`config.mk`:
```
export PLATFORM = sky130hd
export DESIGN_NAME = iat_sequencer
export DESIGN_NICKNAME = d
export VERILOG_FILES = /design/src/pkg/iat_pkg.sv /design/src/verilog/iat_sequencer.sv
export SDC_FILE = /design/constraint.sdc
export NUM_CORES = 2
export LEC_CHECK = 0
export BUFFER_PORTS_ARGS = -buffer_cell sky130_fd_sc_hd__buf_2
export CAP_MARGIN = 40
export CORE_MARGIN = 1.5
export CORE_UTILIZATION = 69
export DETAILED_ROUTE_END_ITERATION = 12
export PLACE_DENSITY = 0.89
export SYNTH_ARGS = -nofsm -noshare
export SYNTH_HDL_FRONTEND = slang
export SYNTH_SLANG_ARGS = --single-unit
```
`constraint.sdc`:
```
create_clock -name clk_sys -period 13.3 [get_ports clk_sys]
set_input_delay 1.33 -clock clk_sys [delete_from_list [all_inputs] [get_ports clk_sys]]
set_output_delay 1.33 -clock clk_sys [all_outputs]
set_load 0.03 [all_outputs]
```
`src/pkg/iat_pkg.sv`:
```
// constants, types and register map of the acquisition and trigger sequencer
// assumes one 200 MHz clock and an AXI4-Lite master with 32-bit data

package iat_pkg;

	// ----------------------------------------------------------------
	// timing
	// ----------------------------------------------------------------
	localparam int          IAT_CLK_PERIOD_NS = 5;
	localparam int          IAT_NS_PER_US     = 1000;
	localparam logic [39:0] IAT_CYC_PER_US    =
		40'(IAT_NS_PER_US / IAT_CLK_PERIOD_NS);
	localparam logic [7:0]  IAT_SUB_LAST      = 8'(IAT_CYC_PER_US - 40'h1);

	// ----------------------------------------------------------------
	// register map, byte addresses
	// ----------------------------------------------------------------
	localparam logic [7:0] IAT_OFF_CTRL   = 8'h00;
	localparam logic [7:0] IAT_OFF_CMD    = 8'h04;
	localparam logic [7:0] IAT_OFF_MULTI  = 8'h08;
	localparam logic [7:0] IAT_OFF_BURST  = 8'h0C;
	localparam logic [7:0] IAT_OFF_EXPO   = 8'h10;
	localparam logic [7:0] IAT_OFF_DELAY  = 8'h14;
	localparam logic [7:0] IAT_OFF_PERIOD = 8'h18;
	localparam logic [7:0] IAT_OFF_STATUS = 8'h1C;
	localparam logic [7:0] IAT_OFF_ACHV   = 8'h20;
	localparam logic [7:0] IAT_OFF_FRAMES = 8'h24;
	localparam logic [7:0] IAT_OFF_AEXP   = 8'h28;

	localparam int IAT_CMD_BEGIN = 0;
	localparam int IAT_CMD_END   = 1;
	localparam int IAT_CMD_SOFT  = 2;

	localparam logic [1:0] IAT_RESP_OKAY   = 2'h0;
	localparam logic [1:0] IAT_RESP_SLVERR = 2'h2;

	// ----------------------------------------------------------------
	// modes and selectors
	// ----------------------------------------------------------------
	typedef enum logic [1:0] {
		IAT_CAP_CONT = 2'h0, IAT_CAP_ONE = 2'h1, IAT_CAP_COUNTED = 2'h2
	} iat_mode_t;
	typedef enum logic [1:0] {
		IAT_AE_OFF = 2'h0, IAT_AE_ONCE = 2'h1, IAT_AE_CONT = 2'h2
	} iat_ae_t;
	typedef enum logic [1:0] {
		IAT_TT_START = 2'h0, IAT_TT_IMAGE = 2'h1, IAT_TT_BURST = 2'h2
	} iat_ttype_t;
	typedef enum logic [2:0] {
		IAT_OR_LINE0 = 3'h0, IAT_OR_LINE1 = 3'h1, IAT_OR_USER = 3'h2,
		IAT_OR_COUNTER = 3'h3, IAT_OR_LOGIC = 3'h4, IAT_OR_SOFT = 3'h5
	} iat_origin_t;
	typedef enum logic [2:0] {
		IAT_SN_LOW = 3'h0, IAT_SN_HIGH = 3'h1, IAT_SN_FALL = 3'h2,
		IAT_SN_RISE = 3'h3, IAT_SN_ANY = 3'h4
	} iat_sense_t;
	typedef enum logic [2:0] {
		IAT_S_IDLE = 3'b000, IAT_S_WAIT = 3'b001, IAT_S_DELAY = 3'b011,
		IAT_S_EXPOSE = 3'b010, IAT_S_PACE = 3'b110
	} iat_state_t;

	typedef struct packed {
		logic        burst_end_en;
		logic        burst_begin_en;
		logic        overlap;
		iat_sense_t  sense;
		iat_origin_t origin;
		iat_ttype_t  ttype;
		logic        trig_en;
		iat_ae_t     auto_exp;
		logic        pulse_exp;
		logic        rate_hold;
		logic        manual_rate;
		iat_mode_t   mode;
	} iat_ctrl_t;

	// ----------------------------------------------------------------
	// reset values
	// ----------------------------------------------------------------
	localparam logic [18:0] IAT_CTRL_RST   = 19'h20040;
	localparam logic [31:0] IAT_MULTI_RST  = 32'h0000_0001;
	localparam logic [31:0] IAT_BURST_RST  = 32'h0000_0001;
	localparam logic [31:0] IAT_EXPO_RST   = 32'h0000_03E8;
	localparam logic [31:0] IAT_DELAY_RST  = 32'h0000_0000;
	localparam logic [31:0] IAT_PERIOD_RST = 32'h0000_8235;

endpackage

```
`src/verilog/iat_sequencer.sv`:
```
// acquisition sequencer with trigger unit and AXI4-Lite register slave
// assumes trigger inputs synchronous to clk_sys and an outside auto exposure
// engine presenting its suggestion in microseconds on ae_suggest
`timescale 1ns/1ps
`default_nettype none

module iat_sequencer
	import iat_pkg::*;
#(
	parameter int READOUT_US = 10
)(
	input  wire logic        clk_sys,
	input  wire logic        resetn,
	input  wire logic [7:0]  s_axi_awaddr,
	input  wire logic        s_axi_awvalid,
	output logic             s_axi_awready,
	input  wire logic [31:0] s_axi_wdata,
	input  wire logic [3:0]  s_axi_wstrb,
	input  wire logic        s_axi_wvalid,
	output logic             s_axi_wready,
	output logic [1:0]       s_axi_bresp,
	output logic             s_axi_bvalid,
	input  wire logic        s_axi_bready,
	input  wire logic [7:0]  s_axi_araddr,
	input  wire logic        s_axi_arvalid,
	output logic             s_axi_arready,
	output logic [31:0]      s_axi_rdata,
	output logic [1:0]       s_axi_rresp,
	output logic             s_axi_rvalid,
	input  wire logic        s_axi_rready,
	input  wire logic [1:0]  trig_line,
	input  wire logic        trig_user,
	input  wire logic        trig_counter,
	input  wire logic        trig_logic,
	input  wire logic [31:0] ae_suggest,
	output logic             exposure_active,
	output logic             readout_active,
	output logic             frame_start,
	output logic             capture_active
);

	// ----------------------------------------------------------------
	// checks and helpers
	// ----------------------------------------------------------------
	if (READOUT_US < 1) begin : g_chk
		$error("READOUT_US must be at least one");
	end

	localparam logic [31:0] RD_US = 32'(READOUT_US);

	// microseconds to cycles, never below one cycle
	function automatic logic [39:0] cyc(input logic [31:0] us);
		logic [39:0] c;
		c = {8'h00, us} * IAT_CYC_PER_US;
		return (c == 40'h0) ? 40'h1 : c;
	endfunction

	function automatic logic [31:0] wmerge(input logic [31:0] old,
		input logic [31:0] d, input logic [3:0] s);
		logic [31:0] r;
		r = old;
		for (int i = 0; i < 4; i++)
			if (s[i])
				r[i*8 +: 8] = d[i*8 +: 8];
		return r;
	endfunction

	// images per trigger or start: {unlimited, count}
	function automatic logic [32:0] quota(input iat_ctrl_t c,
		input logic trig, input logic [31:0] multi, input logic [31:0] burst);
		logic bok;
		bok = c.burst_begin_en && !c.burst_end_en;
		case (c.mode)
			IAT_CAP_ONE:     return {1'b0, 32'h1};
			IAT_CAP_COUNTED: return {1'b0, (multi == 32'h0) ? 32'h1 : multi};
			default:
			begin
				if (!trig || c.ttype == IAT_TT_START)
					return {1'b1, 32'h0};
				else if (c.ttype == IAT_TT_BURST && bok)
					return {1'b0, (burst == 32'h0) ? 32'h1 : burst};
				else
					return {1'b0, 32'h1};
			end
		endcase
	endfunction

	// ----------------------------------------------------------------
	// state
	// ----------------------------------------------------------------
	typedef struct packed {
		iat_state_t  state;
		iat_ctrl_t   ctrl;
		logic [31:0] multi;
		logic [31:0] burst;
		logic [31:0] expo;
		logic [31:0] dly;
		logic [31:0] per;
		logic        act;
		logic        unl;
		logic [31:0] quota;
		logic [39:0] cnt;
		logic [39:0] per_cnt;
		logic [39:0] rd_cnt;
		logic        rd_busy;
		logic        expose;
		logic        frame;
		logic        trig_frame;
		logic        pol;
		logic        prev;
		logic [7:0]  meas_sub;
		logic [31:0] meas_us;
		logic [31:0] achieved;
		logic [31:0] frames;
		logic [31:0] ae_exp;
		logic        aw_hold;
		logic [7:0]  awaddr;
		logic        w_hold;
		logic [31:0] wdata;
		logic [3:0]  wstrb;
		logic        awready;
		logic        wready;
		logic        bvalid;
		logic [1:0]  bresp;
		logic        arready;
		logic        rvalid;
		logic [31:0] rdata;
		logic [1:0]  rresp;
	} iat_st_t;

	iat_st_t     st_ff;
	iat_st_t     nxt_st;
	logic        wr_go;
	logic        beg_cmd;
	logic        end_cmd;
	logic        soft_wr;
	logic        ctrl_wr;
	logic        raw;
	logic        evt;
	logic        accept;
	logic        sf;
	logic        pace_go;
	logic        quota_done;
	logic        rearm;
	logic [7:0]  wa;

	assign wa         = {st_ff.awaddr[7:2], 2'b00};
	assign wr_go      = st_ff.aw_hold && st_ff.w_hold && !st_ff.bvalid;
	assign ctrl_wr    = wr_go && wa == IAT_OFF_CTRL;
	assign quota_done = !st_ff.unl && st_ff.quota == 32'h0;
	assign pace_go    = st_ff.per_cnt <= 40'h1;
	assign rearm      = st_ff.ctrl.trig_en && (st_ff.ctrl.ttype == IAT_TT_BURST
		|| (st_ff.ctrl.ttype == IAT_TT_IMAGE
		&& st_ff.ctrl.mode == IAT_CAP_CONT));

	// ----------------------------------------------------------------
	// next state
	// ----------------------------------------------------------------
	always_comb
	begin
		logic [31:0] qv;
		logic        uv;
		logic [31:0] e;
		logic [31:0] tmp;
		logic [32:0] q;
		qv = st_ff.quota;
		uv = st_ff.unl;
		e = 32'h0;
		tmp = 32'h0;
		q = 33'h0;
		nxt_st = st_ff;
		nxt_st.frame = 1'b0;
		sf = 1'b0;
		accept = 1'b0;

		beg_cmd = wr_go && wa == IAT_OFF_CMD && st_ff.wstrb[0]
			&& st_ff.wdata[IAT_CMD_BEGIN];
		end_cmd = wr_go && wa == IAT_OFF_CMD && st_ff.wstrb[0]
			&& st_ff.wdata[IAT_CMD_END];
		soft_wr = wr_go && wa == IAT_OFF_CMD && st_ff.wstrb[0]
			&& st_ff.wdata[IAT_CMD_SOFT];

		// trigger origin and sense
		unique case (st_ff.ctrl.origin)
			IAT_OR_LINE0:   raw = trig_line[0];
			IAT_OR_LINE1:   raw = trig_line[1];
			IAT_OR_USER:    raw = trig_user;
			IAT_OR_COUNTER: raw = trig_counter;
			IAT_OR_LOGIC:   raw = trig_logic;
			default:        raw = 1'b0;
		endcase
		nxt_st.prev = raw;
		unique case (st_ff.ctrl.sense)
			IAT_SN_LOW:  evt = !raw;
			IAT_SN_HIGH: evt = raw;
			IAT_SN_FALL: evt = st_ff.prev && !raw;
			IAT_SN_RISE: evt = !st_ff.prev && raw;
			IAT_SN_ANY:  evt = st_ff.prev ^ raw;
			default:     evt = 1'b0;
		endcase
		if (st_ff.ctrl.origin == IAT_OR_SOFT)
			evt = soft_wr;
		evt = evt && st_ff.ctrl.trig_en;
		q = quota(st_ff.ctrl, 1'b1, st_ff.multi, st_ff.burst);

		// free-running timers
		if (st_ff.per_cnt != 40'h0)
			nxt_st.per_cnt = st_ff.per_cnt - 40'h1;
		if (st_ff.rd_cnt != 40'h0)
			nxt_st.rd_cnt = st_ff.rd_cnt - 40'h1;
		if (st_ff.meas_sub == IAT_SUB_LAST)
		begin
			nxt_st.meas_sub = 8'h00;
			nxt_st.meas_us = st_ff.meas_us + 32'h1;
		end
		else
			nxt_st.meas_sub = st_ff.meas_sub + 8'h01;

		unique case (st_ff.state)
			IAT_S_IDLE:
			begin
				if (beg_cmd)
				begin
					nxt_st.act = 1'b1;
					if (st_ff.ctrl.trig_en)
						nxt_st.state = IAT_S_WAIT;
					else
					begin
						{uv, qv} = quota(st_ff.ctrl, 1'b0, st_ff.multi,
							st_ff.burst);
						nxt_st.trig_frame = 1'b0;
						sf = 1'b1;
					end
				end
				else if (evt && st_ff.ctrl.ttype == IAT_TT_START)
				begin
					nxt_st.act = 1'b1;
					accept = 1'b1;
				end
			end
			IAT_S_WAIT:
				accept = evt && !(st_ff.rd_busy && !st_ff.ctrl.overlap);
			IAT_S_DELAY:
			begin
				if (st_ff.cnt <= 40'h1)
					sf = 1'b1;
				else
					nxt_st.cnt = st_ff.cnt - 40'h1;
			end
			IAT_S_EXPOSE:
			begin
				if (st_ff.trig_frame && st_ff.ctrl.pulse_exp
					&& st_ff.ctrl.origin != IAT_OR_SOFT)
				begin
					if (raw != st_ff.pol)
					begin
						nxt_st.state = IAT_S_PACE;
						nxt_st.rd_cnt = cyc(RD_US);
					end
				end
				else if (st_ff.cnt <= 40'h1)
				begin
					nxt_st.state = IAT_S_PACE;
					nxt_st.rd_cnt = cyc(RD_US);
				end
				else
					nxt_st.cnt = st_ff.cnt - 40'h1;
			end
			IAT_S_PACE:
			begin
				if (pace_go)
				begin
					if (!quota_done)
					begin
						// free frames wait for readout unless overlapping
						if (!st_ff.rd_busy || st_ff.ctrl.overlap)
						begin
							nxt_st.trig_frame = 1'b0;
							sf = 1'b1;
						end
					end
					else if (rearm)
						nxt_st.state = IAT_S_WAIT;
					else
					begin
						nxt_st.state = IAT_S_IDLE;
						nxt_st.act = 1'b0;
					end
				end
			end
			default:
				nxt_st.state = IAT_S_IDLE;
		endcase

		if (accept)
		begin
			{uv, qv} = q;
			nxt_st.cnt = cyc(st_ff.dly);
			nxt_st.pol = raw;
			nxt_st.trig_frame = 1'b1;
			nxt_st.state = IAT_S_DELAY;
		end

		if (sf)
		begin
			nxt_st.state = IAT_S_EXPOSE;
			nxt_st.frame = 1'b1;
			nxt_st.frames = st_ff.frames + 32'h1;
			nxt_st.achieved = nxt_st.meas_us;
			nxt_st.meas_sub = 8'h00;
			nxt_st.meas_us = 32'h0;
			if (!uv)
				qv = qv - 32'h1;
			e = st_ff.expo;
			if (!st_ff.ctrl.pulse_exp && st_ff.ctrl.auto_exp != IAT_AE_OFF)
			begin
				e = ae_suggest;
				nxt_st.ae_exp = ae_suggest;
				if (st_ff.ctrl.auto_exp == IAT_AE_ONCE)
				begin
					nxt_st.ctrl.auto_exp = IAT_AE_OFF;
					nxt_st.expo = ae_suggest;
				end
			end
			else
				nxt_st.ae_exp = st_ff.expo;
			// hold trades exposure length for the programmed frame period
			if (st_ff.ctrl.rate_hold && st_ff.ctrl.manual_rate
				&& e > st_ff.per)
				e = st_ff.per;
			nxt_st.cnt = cyc(e);
			nxt_st.per_cnt = st_ff.ctrl.manual_rate ? cyc(st_ff.per)
				: 40'h0;
		end
		nxt_st.quota = qv;
		nxt_st.unl = uv;

		if (end_cmd)
		begin
			nxt_st.state = IAT_S_IDLE;
			nxt_st.act = 1'b0;
			nxt_st.frame = 1'b0;
		end
		nxt_st.expose = nxt_st.state == IAT_S_EXPOSE;
		nxt_st.rd_busy = nxt_st.rd_cnt != 40'h0;

		// AXI4-Lite write path; software write beats the auto once update
		if (s_axi_awvalid && st_ff.awready)
		begin
			nxt_st.aw_hold = 1'b1;
			nxt_st.awaddr = s_axi_awaddr;
		end
		if (s_axi_wvalid && st_ff.wready)
		begin
			nxt_st.w_hold = 1'b1;
			nxt_st.wdata = s_axi_wdata;
			nxt_st.wstrb = s_axi_wstrb;
		end
		if (st_ff.bvalid && s_axi_bready)
			nxt_st.bvalid = 1'b0;
		if (wr_go)
		begin
			nxt_st.aw_hold = 1'b0;
			nxt_st.w_hold = 1'b0;
			nxt_st.bvalid = 1'b1;
			nxt_st.bresp = IAT_RESP_OKAY;
			unique case (wa)
				IAT_OFF_CTRL:
				begin
					tmp = wmerge({13'h0, st_ff.ctrl}, st_ff.wdata,
						st_ff.wstrb);
					nxt_st.ctrl = iat_ctrl_t'(tmp[18:0]);
				end
				IAT_OFF_MULTI:
					nxt_st.multi = wmerge(st_ff.multi, st_ff.wdata, st_ff.wstrb);
				IAT_OFF_BURST:
					nxt_st.burst = wmerge(st_ff.burst, st_ff.wdata, st_ff.wstrb);
				IAT_OFF_EXPO:
					nxt_st.expo = wmerge(st_ff.expo, st_ff.wdata, st_ff.wstrb);
				IAT_OFF_DELAY:
					nxt_st.dly = wmerge(st_ff.dly, st_ff.wdata, st_ff.wstrb);
				IAT_OFF_PERIOD:
					nxt_st.per = wmerge(st_ff.per, st_ff.wdata, st_ff.wstrb);
				IAT_OFF_CMD, IAT_OFF_STATUS, IAT_OFF_ACHV, IAT_OFF_FRAMES,
				IAT_OFF_AEXP: ;
				default:
					nxt_st.bresp = IAT_RESP_SLVERR;
			endcase
		end
		nxt_st.awready = !nxt_st.aw_hold && !nxt_st.bvalid;
		nxt_st.wready = !nxt_st.w_hold && !nxt_st.bvalid;

		// AXI4-Lite read path
		if (st_ff.rvalid && s_axi_rready)
			nxt_st.rvalid = 1'b0;
		if (s_axi_arvalid && st_ff.arready)
		begin
			nxt_st.rvalid = 1'b1;
			nxt_st.rresp = IAT_RESP_OKAY;
			unique case ({s_axi_araddr[7:2], 2'b00})
				IAT_OFF_CTRL:   nxt_st.rdata = {13'h0, st_ff.ctrl};
				IAT_OFF_CMD:    nxt_st.rdata = 32'h0;
				IAT_OFF_MULTI:  nxt_st.rdata = st_ff.multi;
				IAT_OFF_BURST:  nxt_st.rdata = st_ff.burst;
				IAT_OFF_EXPO:   nxt_st.rdata = st_ff.expo;
				IAT_OFF_DELAY:  nxt_st.rdata = st_ff.dly;
				IAT_OFF_PERIOD: nxt_st.rdata = st_ff.per;
				IAT_OFF_STATUS: nxt_st.rdata = {26'h0, st_ff.expose,
					st_ff.rd_busy, st_ff.state, st_ff.act};
				IAT_OFF_ACHV:   nxt_st.rdata = st_ff.achieved;
				IAT_OFF_FRAMES: nxt_st.rdata = st_ff.frames;
				IAT_OFF_AEXP:   nxt_st.rdata = st_ff.ae_exp;
				default:
				begin
					nxt_st.rdata = 32'h0;
					nxt_st.rresp = IAT_RESP_SLVERR;
				end
			endcase
		end
		nxt_st.arready = !nxt_st.rvalid;
	end

	always_ff @(posedge clk_sys or negedge resetn)
	begin
		if (!resetn)
		begin
			st_ff <= '0;
			st_ff.state <= IAT_S_IDLE;
			st_ff.ctrl <= iat_ctrl_t'(IAT_CTRL_RST);
			st_ff.multi <= IAT_MULTI_RST;
			st_ff.burst <= IAT_BURST_RST;
			st_ff.expo <= IAT_EXPO_RST;
			st_ff.dly <= IAT_DELAY_RST;
			st_ff.per <= IAT_PERIOD_RST;
		end
		else
			st_ff <= nxt_st;
	end

	// ----------------------------------------------------------------
	// outputs
	// ----------------------------------------------------------------
	assign s_axi_awready   = st_ff.awready;
	assign s_axi_wready    = st_ff.wready;
	assign s_axi_bvalid    = st_ff.bvalid;
	assign s_axi_bresp     = st_ff.bresp;
	assign s_axi_arready   = st_ff.arready;
	assign s_axi_rvalid    = st_ff.rvalid;
	assign s_axi_rdata     = st_ff.rdata;
	assign s_axi_rresp     = st_ff.rresp;
	assign exposure_active = st_ff.expose;
	assign readout_active  = st_ff.rd_busy;
	assign frame_start     = st_ff.frame;
	assign capture_active  = st_ff.act;
endmodule

`default_nettype wire

```
==> summary.txt <==
Clock tree
  – CTS tree: done
  – Post-CTS Hold Buffers: 0
  – Clock insertion delay at the later pin of the skew report: 0.69 ns
  – Root Buffer: clkbuf_16
  – Reg clk slew, reported paths: around 0.06 ns
  – TritonCTS Sinks: around 560
  – H-Tree Depth: 2
  – CTS Buffer Depth: 3
  – CTS buffer count: 59
  – Post-CTS sizing: 0
  – Setup Buffers After CTS: 0

Die
  – Die Height: 247 um
  – Initial Util: ~70%
  – Boundary Pins: between 100 and 150
  – Core Rows: 89
  – Total die area: ~61000 sq um
  – Chip width: around 250 um
  – Core box area: just under 60000 sq um

Synth
  – Ys Warns: 0
  – FF+latch count, synth: 561
  – Ys async rst share: 100%
  – Cells after Synth: 4550
  – Avg Inst Size Synth: ~9 sq um
  – EDFF count, synth: 0
  – Synth Cell Area: 41100 sq um
  – Main synth FF type: dfrtp_1
  – Distinct cells, synth: around 100
  – Register area share after synthesis: between 30% and 40%

Final layout
  – Fin cells: between 5000 and 6000
  – Final core occ: roughly three quarters
  – Post-layout net count: around 5000
  – Area of the multi-input gates: around 25000 sq um
  – Area grow syn2layout: 8.36%
  – Most frequent cells in the layout: dfrtp_1 (545), nor2_1 (517), inv_1 (398)
  – Commonest non-fill, non-tap cell in the layout: dfrtp_1
  – # diodes: 0
  – Reg area: about 14000 sq um
  – Layout cells sized above 1: approximately an eighth
  – Layout fillers: 4121

Min path
  – HP Start: s_axi_rdata[13]$_DFFE_PN0P_
  – Hold Path Class: flop to flop

Critical path
  – Internal reg-to-reg setup slack: slightly below 4 ns
  – CP Launch Point: st_ff[547]$_DFFE_PN0P_
  – CP max stage delay: ~0.6 ns
  – Most frequent CP cell: ha_1
  – CP endpoint kind: flop
  – CP arrival: roughly 10 ns
  – Worst r2r src: st_ff[547]$_DFFE_PN0P_
  – CP required: approximately 14 ns
  – CP Launch Type: flop
  – Crit Path Class: flop to flop
  – Critical path's slowest cell: buf_4
  – Maximum fanout along the worst path: 53

Placed design
  – I/O Buffers: between 100 and 150
  – Dpl hpwl: approximately 100000 um
  – Placer Congestion: 1.05
  – Placed Instances: ~5300

Drt
  – M1 wire length: 50400 um
  – Final Routed Wirelength: roughly 130000 um
  – Routed wl met3: about 16000 um
  – Vias/cell: 6.80
  – DR iter-0 viols: 4536
  – Metal2 WL: around 56000 um
  – WL/cell: 24.6 um
  – Drt pass-1 iters: 9
  – Max layer used: met4
  – Drt drc: 0
  – Routed via count: roughly 37000
  – Antenna Nets Post-Route: 0

STA
  – Worst rel slew slack: 26.9%
  – Final min period: 9.45 ns
  – Final Skew: ~0.06 ns
  – Part of the cycle the worst path needs: between 70% and 80%
  – Post-route setup TNS: 0 ns
  – FMAX: 106 MHz
  – Max Slew Vio Count: 0
  – Endpoints failing setup: 0
  – Final Hold Fails: 0
  – Slew at the pin closest to its max-slew limit: 1.10 ns
  – RSZ-0062 raised after global routing: false

Power
  – LEAKAGE: between 20 and 25 nW
  – VDD IR max: 0.172 mV
  – PwrDens: between 200 and 250 nW/um^2

GRT
  – First-pass GRT wire length: a little over 200000 um
  – Initial antenna violation count: 1
  – Vias in the first global route: 34600
  – GRT overflow: 0
  – GRT Overall Usage: roughly 43%
  – Largest net degree at the start of global routing: approximately 190

Outcome
  – Outcome: finished clean

Run
  – Maxcap violations: 0
per-stage QoR:
step / power [mW] / hold slack [ns] / cell area (sq um) / setup slack [ns]
2_1_floorplan: 5.85 / 0.441 / 41100 / 4.89
3_3_place_gp: 7.35 / 0.457 / 42300 / 4.12
3_5_place_dp: 7.47 / 0.465 / 42400 / 4.03
4_1_cts: 9.33 / 0.479 / 44500 / 4.18
5_1_grt: 10.0 / 0.490 / 44500 / 3.42
6_report: 9.54 / 0.474 / 44500 / 3.85
layer usage:
metal / track usage (%) / up-vias
met2: 62.5 / 2445
met1: 58.0 / 17600
li1: - / 16100
met3: 11.0 / 625
met4: 27.7 / 0
met5: 0 / -
cells by family after synthesis:
| kind of cell | count (synthesis) | share of synthesized area [%] |
|---|---|---|
| simple gates | 1417 | 16.4 |
| buf+inv | 605 | 5.91 |
| xor+xnor | 281 | 5.99 |
| flops | 561 | 34.2 |
| fa+ha+maj | 430 | 14.5 |
| compound gates | 982 | 15.6 |
| mux | 273 | 7.36 |
| other cells | 1 | 0.00913 |
layout make-up:
| type | count | area share, % |
|---|---|---|
| inverter | 398 | 3.36 |
| clock buffer | 87 | 3.87 |
| timing repair buffer | 191 | 2.66 |
| clock inverter | 25 | 0.894 |
| tap | 773 | 2.17 |
| sequential | 561 | 31.6 |
| multi-input combinational | 3385 | 55.5 |
worst max-delay path: cells and delay by family (launching register included):
family | cells | cell delay, ns
adders and majority gates | 5 | 1.74
xor gates and xnor gates | 1 | 0.24
DFF | 1 | 0.50
muxes | 2 | 0.90
and+or+nand+nor | 6 | 1.67
buffers and inverters | 4 | 1.13
AOI/OAI and AO/OA | 10 | 3.07
synth_stat cells (75+ instances only):
cell,instances,area [sq um]
a21oi_1,247,1240
clkbuf_1,137,514
dfrtp_1,545,13600
fa_1,75,1500
ha_1,355,4440
inv_1,398,1490
mux2_2,223,2510
nand2_1,343,1290
nand3_1,94,470
nor2_1,519,1950
nor3_1,84,420
o21ai_0,229,1150
xnor2_1,155,1360
xor2_1,126,1100
registers in the layout (all words and copies together) (netlist names):
| signal | cells |
|---|---|
| st_ff | 518 |
| s_axi_rdata | 32 |
| capture_active | 1 |
| exposure_active | 1 |
| frame_start | 1 |
| readout_active | 1 |
| s_axi_arready | 1 |
| s_axi_awready | 1 |
| s_axi_bresp | 1 |
| s_axi_bvalid | 1 |
| s_axi_rresp | 1 |
| s_axi_rvalid | 1 |
| s_axi_wready | 1 |
power breakdown:
group          switching [mW]  total, mW  internal, mW  leakage, nW
Combinational            3.04       4.88          1.84         13.5
Sequential              0.753       2.85          2.09         7.20
Clock                   0.768       1.81          1.04         1.02
Total                    4.56       9.54          4.98         21.7
worst paths after layout:
| check | to | cells after the start |
|---|---|---|
| max | st_ff[313]$_DFFE_PN0P_ | 28 |
| min | s_axi_rdata[13]$_DFFE_PN0P_ | 1 |
| max reg2reg | st_ff[313]$_DFFE_PN0P_ | 28 |
| min reg2reg | s_axi_rdata[13]$_DFFE_PN0P_ | 1 |
| max in group asynchronous | st_ff[398]$_DFFE_PN1P_ | 4 |
| min in group asynchronous | st_ff[215]$_DFF_PN0_ | 1 |
(Power assumes the default switching activity.)
